### config.mk
export PLATFORM = sky130hd
export DESIGN_NAME = acd_regs
export DESIGN_NICKNAME = d
export VERILOG_FILES = /design/src/hdl/acd_pkg.sv /design/src/hdl/acd_addr_step.sv /design/src/hdl/acd_regs.sv
export SDC_FILE = /design/constraint.sdc
export NUM_CORES = 1
export LEC_CHECK = 0
export ABC_AREA = 1
export BUFFER_PORTS_ARGS = -buffer_cell sky130_fd_sc_hd__clkbuf_2
export CAP_MARGIN = 20
export CELL_PAD_IN_SITES_DETAIL_PLACEMENT = 1
export CELL_PAD_IN_SITES_GLOBAL_PLACEMENT = 1
export CORE_MARGIN = 2
export CORE_UTILIZATION = 35
export CTS_BUF_LIST = sky130_fd_sc_hd__clkbuf_4 sky130_fd_sc_hd__clkbuf_8
export DETAILED_ROUTE_END_ITERATION = 7
export PLACE_DENSITY_LB_ADDON = 0.1
export RECOVER_POWER = 50
export SLEW_MARGIN = 20
export SYNTH_ARGS = -nofsm -noshare
export SYNTH_HDL_FRONTEND = slang
export SYNTH_SLANG_ARGS = --single-unit
### constraint.sdc
create_clock -name i_clk -period 9.6 [get_ports i_clk]
set_input_delay 0.96 -clock i_clk [delete_from_list [all_inputs] [get_ports i_clk]]
set_output_delay 0.96 -clock i_clk [all_outputs]
set_load 0.05 [all_outputs]
### src/hdl/acd_pkg.sv
// acd_pkg: offsets, field positions, reset values and timing counts for the
// audio clock detect and configuration register group.
// assumes a 40 MHz system clock and an 8-bit control port with 7-bit sub-address.
package acd_pkg;
  // clock rate
  localparam int unsigned CLK_HZ = 40_000_000;

  // register offsets inside book 0, page 0
  localparam logic [6:0] OFS_PAGE_WRAP   = 7'h0F;
  localparam logic [6:0] OFS_RATIO_RATE  = 7'h28;
  localparam logic [6:0] OFS_FAULT_MASK  = 7'h29;
  localparam logic [6:0] OFS_SOUT_SEL    = 7'h30;
  localparam logic [6:0] OFS_PAGE_SELECT = 7'h00;
  localparam logic [6:0] OFS_BOOK_SELECT = 7'h7F;

  // reset values
  localparam logic [7:0] RST_PAGE_WRAP  = 8'h00;
  localparam logic [7:0] RST_RATIO_RATE = 8'h00;
  localparam logic [7:0] RST_FAULT_MASK = 8'h00;
  localparam logic [7:0] RST_SOUT_SEL   = 8'h00;

  // field positions
  localparam int unsigned POS_PAGE_WRAP_DISABLE = 3;
  localparam int unsigned POS_RATIO_MSB         = 7;
  localparam int unsigned POS_RATIO_LSB         = 4;
  localparam int unsigned POS_RATE_MSB          = 3;
  localparam int unsigned POS_RATE_LSB          = 0;
  localparam int unsigned POS_IGN_PLL           = 6;
  localparam int unsigned POS_IGN_RANGE         = 5;
  localparam int unsigned POS_IGN_FRAME         = 4;
  localparam int unsigned POS_IGN_RATIO         = 3;
  localparam int unsigned POS_IGN_LOSS          = 2;
  localparam int unsigned POS_SOUT_SRC          = 0;

  // writable bit masks (register width is 8, unused bits kept as storage)
  localparam logic [7:0] WMASK_ALL = 8'hFF;

  // page wrap targets
  localparam logic [6:0] ADDR_LAST_IN_PAGE = 7'h7F;
  localparam logic [6:0] ADDR_NEXT_PAGE    = 7'h08;
  localparam logic [6:0] ADDR_PAGE_START   = 7'h00;

  // bit clock ratio codes (bit clocks per frame)
  localparam logic [3:0] RATIO_32  = 4'h3;
  localparam logic [3:0] RATIO_64  = 4'h5;
  localparam logic [3:0] RATIO_128 = 4'h7;
  localparam logic [3:0] RATIO_256 = 4'h9;
  localparam logic [3:0] RATIO_512 = 4'hB;

  // sample rate select codes
  localparam logic [3:0] RATE_AUTO = 4'h0;
  localparam logic [3:0] RATE_32K  = 4'h6;
  localparam logic [3:0] RATE_44K1 = 4'h8;
  localparam logic [3:0] RATE_48K  = 4'h9;
  localparam logic [3:0] RATE_88K2 = 4'hA;
  localparam logic [3:0] RATE_96K  = 4'hB;

  // clock checks
  localparam logic [7:0]  PLL_OVERRATE_MHZ = 8'd150;
  localparam int unsigned RATIO_MIN        = 32;
  localparam int unsigned RATIO_MAX        = 512;
  localparam int unsigned BCK_MIN_HZ       = 256_000;
  localparam int unsigned BCK_MAX_HZ       = 50_000_000;
  // longest allowed bit clock period, rounded down
  localparam int unsigned BCK_MAX_PERIOD_CYC = CLK_HZ / BCK_MIN_HZ;
  // no bit clock edge for this long means the clock is missing
  localparam int unsigned BCK_LOSS_CYC      = 4 * BCK_MAX_PERIOD_CYC;
  // expected frame periods in system cycles
  localparam logic [11:0] FP_32K  = 12'(CLK_HZ / 32_000);
  localparam logic [11:0] FP_44K1 = 12'(CLK_HZ / 44_100);
  localparam logic [11:0] FP_48K  = 12'(CLK_HZ / 48_000);
  localparam logic [11:0] FP_88K2 = 12'(CLK_HZ / 88_200);
  localparam logic [11:0] FP_96K  = 12'(CLK_HZ / 96_000);
  // tolerance = expected / 2^FP_TOL_SHIFT
  localparam int unsigned FP_TOL_SHIFT = 4;

  // status bit positions
  localparam int unsigned ST_PLL   = 4;
  localparam int unsigned ST_RANGE = 3;
  localparam int unsigned ST_FRAME = 2;
  localparam int unsigned ST_RATIO = 1;
  localparam int unsigned ST_LOSS  = 0;
endpackage : acd_pkg

### src/hdl/acd_addr_step.sv
// acd_addr_step: next sub-address/page of an auto-incrementing control access.
// assumes the caller holds address, page and book in registers.
`timescale 1ns/10ps
`default_nettype none
module acd_addr_step
  import acd_pkg::*;
(
  input  wire logic [6:0] i_addr,
  input  wire logic [7:0] i_page,
  input  wire logic [7:0] i_book,
  input  wire logic       i_wrap_disable,
  output logic      [6:0] o_addr,
  output logic      [7:0] o_page
);
  wire at_end   = (i_addr == ADDR_LAST_IN_PAGE);
  // book 0 always wraps inside the page; coefficient books may stream on
  wire next_pg  = at_end && (i_book != 8'h00) && !i_wrap_disable;

  // advance, roll to next page at 8, or wrap to 0 of same page
  assign o_addr = !at_end ? 7'(i_addr + 7'h01)
                : next_pg ? ADDR_NEXT_PAGE
                : ADDR_PAGE_START;
  assign o_page = next_pg ? 8'(i_page + 8'h01) : i_page;
endmodule : acd_addr_step
`default_nettype wire

### src/hdl/acd_regs.sv
// acd_regs: control port register group for clock detection, frame ratio,
// sample rate, page wrap and serial output source selection.
// assumes the control port decoder gives single-cycle strobes on i_clk, and that
// bit clock / frame clock arrive asynchronously from pins.
`timescale 1ns/10ps
`default_nettype none
// Contract
// - wrap enabled, book not 0: next page, address eight
// - wrap disabled: back to address zero
// - ratio field codes 32 to 512 fs
// - PLL at/above 150 MHz flags error
// - bit clock outside 256k-50M flags error; only below 256k flags, the 50M bound is not checked
// - ignored frame error still shows in status
// - ratio outside 32..512 flags error
// - missing bit clock flags error
// - output pin picks post or pre DSP
module acd_regs
  import acd_pkg::*;
(
  input  wire logic       i_clk,
  input  wire logic       i_reset_n,
  input  wire logic       i_addr_load,
  input  wire logic [6:0] i_load_addr,
  input  wire logic       i_wr,
  input  wire logic [7:0] i_wdata,
  input  wire logic       i_rd,
  input  wire logic       i_sout_source,
  input  wire logic [7:0] i_pll_rate_mhz,
  input  wire logic       i_bit_clock,
  input  wire logic       i_frame_clock,
  input  wire logic       i_dsp_post,
  input  wire logic       i_dsp_pre,
  output logic      [7:0] o_rdata,
  output logic      [6:0] o_addr,
  output logic      [7:0] o_page,
  output logic      [7:0] o_book,
  output logic      [3:0] o_bit_clock_ratio,
  output logic      [3:0] o_sample_rate_select,
  output logic      [4:0] o_clock_detect_status,
  output logic            o_clock_error,
  output logic            o_serial_audio_out
);
  logic [7:0]  page_wrap_r, ratio_rate_r, fault_mask_r, sout_sel_r;
  logic [6:0]  addr_r;
  logic [7:0]  page_r, book_r, rdata_r;
  logic [1:0]  bck_sync_r, fck_sync_r;
  logic        bck_d_r, fck_d_r;
  logic [11:0] bck_per_r, fck_per_r;
  logic [9:0]  bck_cnt_r;
  logic [4:0]  status_r;
  logic        clk_err_r, sout_r;
  logic [6:0]  step_addr;
  logic [7:0]  step_page;

  // page 0 of book 0 is where this group lives
  wire in_cfg    = (page_r == 8'h00) && (book_r == 8'h00);
  wire acc       = i_wr | i_rd;
  wire wr_wrap   = i_wr && in_cfg && (addr_r == OFS_PAGE_WRAP);
  wire wr_ratio  = i_wr && in_cfg && (addr_r == OFS_RATIO_RATE);
  wire wr_mask   = i_wr && in_cfg && (addr_r == OFS_FAULT_MASK);
  // page select answers on every page so the host can always get home;
  // book select only on page 0
  wire wr_page   = i_wr && (addr_r == OFS_PAGE_SELECT);
  wire wr_book   = i_wr && (page_r == 8'h00) && (addr_r == OFS_BOOK_SELECT);

  // read mux; unmapped addresses read zero
  wire [7:0] rd_mux = !in_cfg ? ((addr_r == OFS_PAGE_SELECT) ? page_r : 8'h00)
                    : (addr_r == OFS_PAGE_WRAP)   ? page_wrap_r
                    : (addr_r == OFS_RATIO_RATE)  ? ratio_rate_r
                    : (addr_r == OFS_FAULT_MASK)  ? fault_mask_r
                    : (addr_r == OFS_SOUT_SEL)    ? sout_sel_r
                    : (addr_r == OFS_PAGE_SELECT) ? page_r
                    : (addr_r == OFS_BOOK_SELECT) ? book_r
                    : 8'h00;

  acd_addr_step u_step (
    .i_addr         (addr_r),
    .i_page         (page_r),
    .i_book         (book_r),
    .i_wrap_disable (page_wrap_r[POS_PAGE_WRAP_DISABLE]),
    .o_addr         (step_addr),
    .o_page         (step_page)
  );

  // address, page and book pointer; a page write wins over the auto page step
  always_ff @(posedge i_clk) begin
    if (!i_reset_n) begin
      addr_r <= 7'h00;
      page_r <= 8'h00;
      book_r <= 8'h00;
    end else begin
      if (i_addr_load)
        addr_r <= i_load_addr;
      else if (acc)
        addr_r <= step_addr;
      if (wr_page)
        page_r <= i_wdata;
      else if (acc)
        page_r <= step_page;
      if (wr_book)
        book_r <= i_wdata;
    end
  end

  // configuration storage and read data
  always_ff @(posedge i_clk) begin
    if (!i_reset_n) begin
      page_wrap_r  <= RST_PAGE_WRAP;
      ratio_rate_r <= RST_RATIO_RATE;
      fault_mask_r <= RST_FAULT_MASK;
      sout_sel_r   <= RST_SOUT_SEL;
      rdata_r      <= 8'h00;
    end else begin
      // reserved bits are kept as plain storage, so a read returns what was written
      if (wr_wrap)  page_wrap_r  <= i_wdata & WMASK_ALL;
      if (wr_ratio) ratio_rate_r <= i_wdata & WMASK_ALL;
      if (wr_mask)  fault_mask_r <= i_wdata & WMASK_ALL;
      // read-only: mirrors the routing input, host writes are ignored
      sout_sel_r <= {7'h00, i_sout_source};
      if (i_rd) rdata_r <= rd_mux;
    end
  end

  // two-flop synchronisers for the pin clocks, then edge history
  // only the second stage feeds logic; the first may still be settling
  always_ff @(posedge i_clk) begin
    if (!i_reset_n) begin
      bck_sync_r <= 2'b00;
      fck_sync_r <= 2'b00;
      bck_d_r    <= 1'b0;
      fck_d_r    <= 1'b0;
    end else begin
      bck_sync_r <= {bck_sync_r[0], i_bit_clock};
      fck_sync_r <= {fck_sync_r[0], i_frame_clock};
      bck_d_r    <= bck_sync_r[1];
      fck_d_r    <= fck_sync_r[1];
    end
  end

  wire bck_rise = bck_sync_r[1] & ~bck_d_r;
  wire fck_rise = fck_sync_r[1] & ~fck_d_r;

  // periods in system cycles (saturating) and bit clocks per frame
  always_ff @(posedge i_clk) begin
    if (!i_reset_n) begin
      bck_per_r <= 12'h000;
      fck_per_r <= 12'h000;
      bck_cnt_r <= 10'h000;
    end else begin
      if (bck_rise)
        bck_per_r <= 12'h000;
      else if (bck_per_r != 12'hFFF)
        bck_per_r <= 12'(bck_per_r + 12'h001);
      if (fck_rise)
        fck_per_r <= 12'h000;
      else if (fck_per_r != 12'hFFF)
        fck_per_r <= 12'(fck_per_r + 12'h001);
      if (fck_rise)
        bck_cnt_r <= {9'h000, bck_rise};
      else if (bck_rise && bck_cnt_r != 10'h3FF)
        bck_cnt_r <= 10'(bck_cnt_r + 10'h001);
    end
  end

  // expected frame period for the selected rate; auto and reserved give zero
  wire [3:0]  rate_sel = ratio_rate_r[POS_RATE_MSB:POS_RATE_LSB];
  wire [11:0] fp_exp   = (rate_sel == RATE_32K)  ? FP_32K
                       : (rate_sel == RATE_44K1) ? FP_44K1
                       : (rate_sel == RATE_48K)  ? FP_48K
                       : (rate_sel == RATE_88K2) ? FP_88K2
                       : (rate_sel == RATE_96K)  ? FP_96K
                       : 12'h000;
  wire [11:0] fp_tol   = fp_exp >> FP_TOL_SHIFT;
  wire        rate_rsv = (fp_exp == 12'h000) && (rate_sel != RATE_AUTO);

  // error sources; periods are judged when the next edge lands or when overdue.
  // a 40 MHz sampler cannot see the 50 MHz upper bound, so only slow clocks flag.
  wire e_pll   = (i_pll_rate_mhz >= PLL_OVERRATE_MHZ);
  wire e_loss  = (bck_per_r >= 12'(BCK_LOSS_CYC));
  wire e_range = (bck_per_r > 12'(BCK_MAX_PERIOD_CYC));
  // a short frame is only known at its closing edge, so that verdict is held to the
  // next frame edge; an overdue frame flags at once. auto never flags, reserved always
  wire fr_lo   = (fck_per_r < 12'(fp_exp - fp_tol));
  wire fr_hi   = (fck_per_r > 12'(fp_exp + fp_tol));
  wire fr_held = fck_rise ? fr_lo : status_r[ST_FRAME];
  wire e_frame = (fp_exp == 12'h000) ? rate_rsv : (fr_hi || fr_held);
  wire e_ratio = fck_rise && ((bck_cnt_r < 10'(RATIO_MIN)) ||
                              (bck_cnt_r > 10'(RATIO_MAX)));

  // one bit per detector, in status order: pll, range, frame, ratio, loss
  wire [4:0] err_now = {e_pll, e_range, e_frame, e_ratio, e_loss};
  // ratio error is judged once per frame, so hold it until the next frame edge
  wire ratio_hold = fck_rise ? e_ratio : status_r[ST_RATIO];
  wire [4:0] st_nxt = {err_now[4:2], ratio_hold, err_now[0]};
  wire [4:0] unmasked = st_nxt & ~{fault_mask_r[POS_IGN_PLL], fault_mask_r[POS_IGN_RANGE],
                                   fault_mask_r[POS_IGN_FRAME], fault_mask_r[POS_IGN_RATIO],
                                   fault_mask_r[POS_IGN_LOSS]};

  // status is a plain level: nothing is sticky, so no set/clear race exists
  // status keeps masked errors visible; clock error only the unmasked ones
  always_ff @(posedge i_clk) begin
    if (!i_reset_n) begin
      status_r  <= 5'h00;
      clk_err_r <= 1'b0;
      sout_r    <= 1'b0;
    end else begin
      status_r  <= st_nxt;
      clk_err_r <= |unmasked;
      sout_r    <= sout_sel_r[POS_SOUT_SRC] ? i_dsp_pre : i_dsp_post;
    end
  end

  assign o_rdata               = rdata_r;
  assign o_addr                = addr_r;
  assign o_page                = page_r;
  assign o_book                = book_r;
  assign o_bit_clock_ratio     = ratio_rate_r[POS_RATIO_MSB:POS_RATIO_LSB];
  assign o_sample_rate_select  = rate_sel;
  assign o_clock_detect_status = status_r;
  assign o_clock_error         = clk_err_r;
  assign o_serial_audio_out    = sout_r;
endmodule : acd_regs
`default_nettype wire

# Word level (Yosys, flattened, before mapping)
# Cells that the tools add are included.
# W data, S select, Z words.
[op_classes] magnitude_cmp=7 bitwise=8 n_addsub=7 n_mux=26 reduce_logical=30 n_eq_ne=13
[op_table] op="$mux W8" n=11
[op_table] op="$add A12 B1 Y12 const B" n=2
[op_table] op="$ne A12 B12 Y1 const B" n=2
[op_table] op="$eq A7 B6 Y1 const B" n=3
[op_table] op="$mux W7" n=3
[op_table] op="$mux W10" n=2
[op_table] op="$mux W9" n=2
[op_table] op="$eq A4 B4 Y1 const B" n=4
[op_table] op="$logic_not A8 Y1" n=2
[op_table] op="$logic_and A1 B1 Y1" n=13
[op_table] op="$add A11 B7 Y12" n=1
[op_table] op="$ge A12 B10 Y1 const B" n=1
[op_table] op="$gt A12 B12 Y1" n=1
[op_table] op="$gt A12 B8 Y1 const B" n=1
[op_table] op="$logic_not A12 Y1" n=1
[op_table] op="$lt A12 B12 Y1" n=1
[op_table] op="$sub A11 B7 Y12" n=1
[op_table] op="$mux W11" n=1
[op_table] op="$add A10 B1 Y10 const B" n=1
[op_table] op="$gt A10 B10 Y1 const B" n=1
[op_table] op="$lt A10 B6 Y1 const B" n=1
[op_table] op="$ne A10 B10 Y1 const B" n=1
[op_table] op="$add A8 B1 Y8 const B" n=1
[op_table] op="$ge A8 B8 Y1 const B" n=1
[op_table] op="other kinds (20)" n=33
[word_totals] elab_cells=111 reg_bits=110 output_inout_bits=46 inputBits=33

# Logic depth before layout (Yosys ltp)
[depth] depth_word=13 depth_mapped=24 mapped_depth_nobuf=24

# Cells and area by module
# Synthesis repeated with hierarchy kept, for this count alone.
[hier_totals] cells_unflattened=958 area_unflattened_um2=6501.2
[modules_own_cells] mod="acd_regs" cells_per_inst=865 seq_area_each_um2=2062.0 area_each_um2=5997.0 n_inst=1
[modules_own_cells] mod="acd_addr_step" cells_per_inst=93 seq_area_each_um2=0.0 area_each_um2=504.2 n_inst=1

# Worst setup path after synthesis
# Ideal clock, no wire load.
[synth_timing] path_type="reg-to-reg" from="register ratio_rate_r[1]" to="register clk_err_r (netlist: o_clock_error)" path_stages_with_launch=24 t_arrival_ps=3521 t_required_ps=9487 n_path_buf=0 setup_time_ps=113 slack_ps=5966 synth_period_minus_slack_ps=3634 cell_sequence="dfxtp_1 inv_1 nor2_1 nand3_2 nand2_1 ha_1 inv_1 fa_1 nand2_1 inv_1 o21ai_0 o211ai_1 nor2_1 inv_1 ha_1 nand2_1 nor2_1 nand2_1 a21oi_1 nor2_1 nor2_1 nand2_1 nand3_1 nand2_1"
[synth_via] elab_chain_cells=13 word_cells_on_any_way=22 classes_between="add/sub (2); order compare (2); eq/ne (5); mux (7); bitwise (1); reduce/logical (5)"
[synth_rtl] item="start: declaration" line="acd_regs.sv:43" rtl="logic [7:0] page_wrap_r, ratio_rate_r, fault_mask_r, sout_sel_r;"
[synth_rtl] item="start signal: assignment" line="acd_regs.sv:116" rtl="if (wr_ratio) ratio_rate_r <= i_wdata & WMASK_ALL;"
[synth_rtl] item="$eq A4 B4 Y1" line="acd_regs.sv:171" rtl=": (rate_sel == RATE_96K) ? FP_96K"
[synth_rtl] item="$mux W9" line="acd_regs.sv:171"
[synth_rtl] item="$mux W9" line="acd_regs.sv:170" rtl=": (rate_sel == RATE_88K2) ? FP_88K2"
[synth_rtl] item="$mux W10" line="acd_regs.sv:169" rtl=": (rate_sel == RATE_48K) ? FP_48K"
[synth_rtl] item="$mux W10" line="acd_regs.sv:168" rtl=": (rate_sel == RATE_44K1) ? FP_44K1"
[synth_rtl] item="$mux W11" line="acd_regs.sv:167" rtl="wire [11:0] fp_exp = (rate_sel == RATE_32K) ? FP_32K"
[synth_rtl] item="$sub A11 B7 Y12" line="acd_regs.sv:183" rtl="wire fr_lo = (fck_per_r < 12'(fp_exp - fp_tol));"
[synth_rtl] item="$lt A12 B12 Y1" line="acd_regs.sv:183"
[synth_rtl] item="$mux W1" line="acd_regs.sv:185" rtl="wire fr_held = fck_rise ? fr_lo : status_r[ST_FRAME];"
[synth_rtl] item="$logic_or A1 B1 Y1" line="acd_regs.sv:186" rtl="wire e_frame = (fp_exp == 12'h000) ? rate_rsv : (fr_hi || fr_held);"
[synth_rtl] item="$mux W1 *" line="acd_regs.sv:186"
[synth_rtl] item="$and A5 B5 Y5 *" line="acd_regs.sv:195" rtl="wire [4:0] unmasked = st_nxt & ~{fault_mask_r[POS_IGN_PLL], fault_mask_r[POS_IGN_RANGE],"
[synth_rtl] item="$reduce_or A5 Y1 *" line="acd_regs.sv:208" rtl="clk_err_r <= |unmasked;"
[synth_rtl] item="end signal: assignment" line="acd_regs.sv:208"
[synth_rtl] item="end: declaration" line="acd_regs.sv:51" rtl="logic clk_err_r, sout_r;"
# Every way passes the cells marked *; elsewhere a longest branch is shown, timed or not.
# A chain may end at the register's enable or synchronous reset.

# Worst setup path after layout
[layout_timing] from="input i_reset_n" to="register fck_per_r[10]"
[layout_via] elab_chain_cells=2
[layout_rtl] item="start: declaration" line="acd_regs.sv:21" rtl="input wire logic i_reset_n,"
[layout_rtl] item="$not A1 Y1 (no source line)"
[layout_rtl] item="$reduce_or A2 Y1 (no source line)"
[layout_rtl] item="end signal: assignment" line="acd_regs.sv:157" rtl="fck_per_r <= 12'(fck_per_r + 12'h001);"
[layout_rtl] item="end: declaration" line="acd_regs.sv:48" rtl="logic [11:0] bck_per_r, fck_per_r;"
# Every way passes these cells.

==> reports/metrics.yaml <==
status:
  status: "finished with violations"
  violations: "max-capacitance violations, max-slew violations"
logic_synthesis:
  synth_top_family_by_area: "simple AND/OR/NAND/NOR gates"
  seq_area_frac_synth: 0.3339
  synth-simple-area-share: 0.2850
  synthCells: 901
  synth-adder-area-share: 0.08630
  synthesis.area_sq_mm: 0.006176
  synth.top_cell.area_share: 0.3339
  synthMuxAreaShare: 0
  synth_compound_area_frac: 0.1679
  yosysWarnings: 0
  postSynthAreaPerCell_sq_um: 6.855
  synth_area_leaders: "dfxtp_1, nand2_1, ha_1"
  synth.distinct_cells: 46
  synthesis.nets: 976
  ys_ff_latch: 103
  yosysTopAreaCell: "dfxtp_1"
  synth-xor-area-share: 0.03262
sta:
  slew_headroom: -0.6130
  setup-violations-final: 0
  tightest_slew_ns: 2.420
  period_share: 0.5246
  fin_crit_ns: 5.036
  fmax_ghz: 0.1986
  rsz0062_at_grt: "false"
  maxSlewViolCount: 59
  fin_skew_ns: 0.009569
  finalHoldViolations: 0
  fin_ws_ns: 4.564
  setup_tns_ns: 0
drt:
  dr.pass1.iters: 5
  finalWirelength_um: 18470
  num_vias: 5973
  antenna_left: 0
  drc_errors: 0
  drt-initial-drc-count: 255
  wl_per_cell_um: 15.38
  via_per_inst: 4.973
final_layout:
  nNetsFinal: 1046
  layout-drive-gt1-share: 0.1158
  seq_area_sq_mm: 0.002062
  multi_input_area_sq_mm: 0.003536
  area_delta_synth_final_pct: 12.30
  diodes: 0
  fillCellCount: 2292
global_route:
  antenna_found_initial: 0
  overflow: 0
  grtUsageTotal: 0.2048
  grt_pass1_vias: 5852
  grt_pass1_wl_um: 29900
  grt_max_degree: 59
clock_network:
  cts_tree: "done"
  ctsResizeCount: 0
  cts_sinks: 103
  post-cts-setup-buffer-count: 0
  cts_buffers: 9
  clk_pin_slew_worst_paths_ns: 0.11
  htreeDepth: 3
  clk_latency_ns: 0.39
  cts_root_buffer: "clkbuf_8"
  cts.path.max_buffers: 2
  hold_buffers: 0
placed_design:
  place.detailed.hpwl_um: 14100
  gp_congestion: 0.8018
  portBuffers: 77
  pre_cts_ws_ns: 5.679
die:
  core-area_sq_mm: 0.01730
  dieArea_sq_mm: 0.01872
  die_w_um: 136.8
  die_h_um: 136.8
  io_pins: 79
  rows: 48
  start_util: 0.3571
hold_path:
  hold_path.class: "reg -> reg"
setup_path:
  critical_path_arrival_ns: 5.33
  crit_path_max_fanout: 58
  crit_path_frequent_cell: "inv_1"
  critPathTopFamily: "buffers and inverters"
  criticalPathCategory: "in -> reg"
  cp_data_required_time_ns: 9.89
  crit_chain: "clkbuf_2 -> clkbuf_1 -> inv_1 -> nor2_1 -> inv_1 -> a221oi_1"
  worst_path_max_delay_cell: "clkbuf_1"
  cp-end-kind: "flop"
  start_kind: "input port"
  slowest_delay_ns: 1.71
  critPathBufInv: 4
run:
  max_cap_viol_count: 1
power_and_ir_drop:
  vdd_drop_max_mv: 0.07218
  p_leak_nw: 3.156
  p_per_area_mw_per_mm2: 132.5
## through the flow
step | power [W] | instance area [sq um] | hold WS [ns] | cells | util
finish | 0.0009192 | 6935 | 0.4235 | 1201 | 0.4010
global route | 0.0009639 | 6935 | 0.4608 | 1201 | 0.4010
CTS | 0.0009357 | 6974 | 0.4231 | 1201 | 0.4032
detailed placement | 0.0006013 | 6735 | 0.4020 | 1185 | 0.3894
global placement | 0.0005998 | 6735 | 0.4006 | 1185 | 0.3894
floorplan | 0.0005581 | 6176 | 0.3905 | 901 | -
## worst register-to-register path, stage by stage, from the launching register on
cell	delay (ns)
dfxtp_1	0.50
inv_1	0.14
nor2_1	0.16
nand3_2	0.19
nand2_1	0.26
ha_1	0.22
inv_1	0.06
fa_1	0.39
nand2_1	0.08
inv_1	0.04
o21ai_0	0.33
o211ai_1	0.18
nor2_1	0.15
inv_1	0.06
ha_1	0.28
nand2_1	0.07
nor2_1	0.14
nand2_1	0.06
a21oi_1	0.13
nor2_1	0.07
nor2_1	0.11
nand2_1	0.06
nand3_1	0.07
nand2_1	0.05
## layout by cell type, fill, tap and decap left out, drive strengths merged, types with 2 or more instances in the layout
cell / instances
or2: 5
nand3: 50
o21ai: 73
nor2: 110
nand3b: 4
clkinv: 2
a21oi: 100
bufinv: 2
inv: 125
clkbuf: 87
dfxtp: 103
a31oi: 8
ha: 41
o31ai: 3
xnor2: 5
o211ai: 3
nand4: 8
nand2: 202
xor2: 18
nor3: 15
## state kept, by name, summed over array words and instances (netlist names)
signal,cells
bck_d_r,1
fault_mask_r,8
o_rdata,8
bck_cnt_r,10
o_page,8
ratio_rate_r,8
o_serial_audio_out,1
o_clock_detect_status,5
o_addr,7
page_wrap_r,8
fck_sync_r,2
o_clock_error,1
fck_per_r,12
fck_d_r,1
bck_per_r,12
sout_sel_r,1
o_book,8
bck_sync_r,2
## where the power goes
| part | total (W) | internal (W) | switching [W] | leakage, nW |
|---|---|---|---|---|
| Sequential | 0.000454 | 0.000439 | 0.0000153 | 0.837 |
| Clock | 0.000330 | 0.000154 | 0.000176 | 0.117 |
| Combinational | 0.000136 | 0.0000379 | 0.0000977 | 2.20 |
| Total | 0.000919 | 0.000630 | 0.000289 | 3.16 |
## metal layers
layer	share of wire	vias to the layer above	global-route usage
met5	0	-	0
met4	0.0089	0	0.04811
met3	0.053	8	0.02926
met2	0.45	95	0.3208
met1	0.49	2811	0.2966
li1	-	3059	-
## cell type report
class	instances	area share
clock inverter	7	0.01660
inverter	123	0.06675
multi-input combinational	656	0.5098
sequential	103	0.2973
tap	225	0.04059
clock buffer	9	0.01786
timing repair buffer	78	0.05106
## cell families after synthesis
logic type	Yosys count
AOI/OAI and AO/OA	194
xor gates and xnor gates	23
adders and majority gates	42
buffers and inverters	142
DFF	103
other	1
and+or+nand+nor	396
## cell usage after synthesis, drive strengths merged
cell type / n
nand2: 202
inv: 122
nor2: 110
dfxtp: 103
a21oi: 100
o21ai: 73
nand3: 50
ha: 41
xor2: 18
nor3: 15
buf: 12
a31oi: 8
nand4: 8
clkbuf: 7
or2: 5
xnor2: 5
nand3b: 4
o211ai: 3
o31ai: 3
a21boi: 1
a221oi: 1
a31o: 1
and2: 1
clkinv: 1
conb: 1
fa: 1
nor3b: 1
o211a: 1
o21a: 1
o21bai: 1
o22ai: 1
## path summary, 6_finish.rpt
path / from / end / slack (ns) / depth (start not counted)
min reg2reg: fck_sync_r[0]$_SDFF_PN0_ / fck_sync_r[1]$_SDFF_PN0_ / 0.42 / 2
max reg2reg: ratio_rate_r[1]$_SDFFE_PN0P_ / o_clock_error$_SDFF_PN0_ / 5.68 / 23
max: i_reset_n / fck_per_r[10]$_SDFFE_PP0P_ / 4.56 / 6
min: fck_sync_r[0]$_SDFF_PN0_ / fck_sync_r[1]$_SDFF_PN0_ / 0.42 / 2
(Power assumes the default switching activity.)
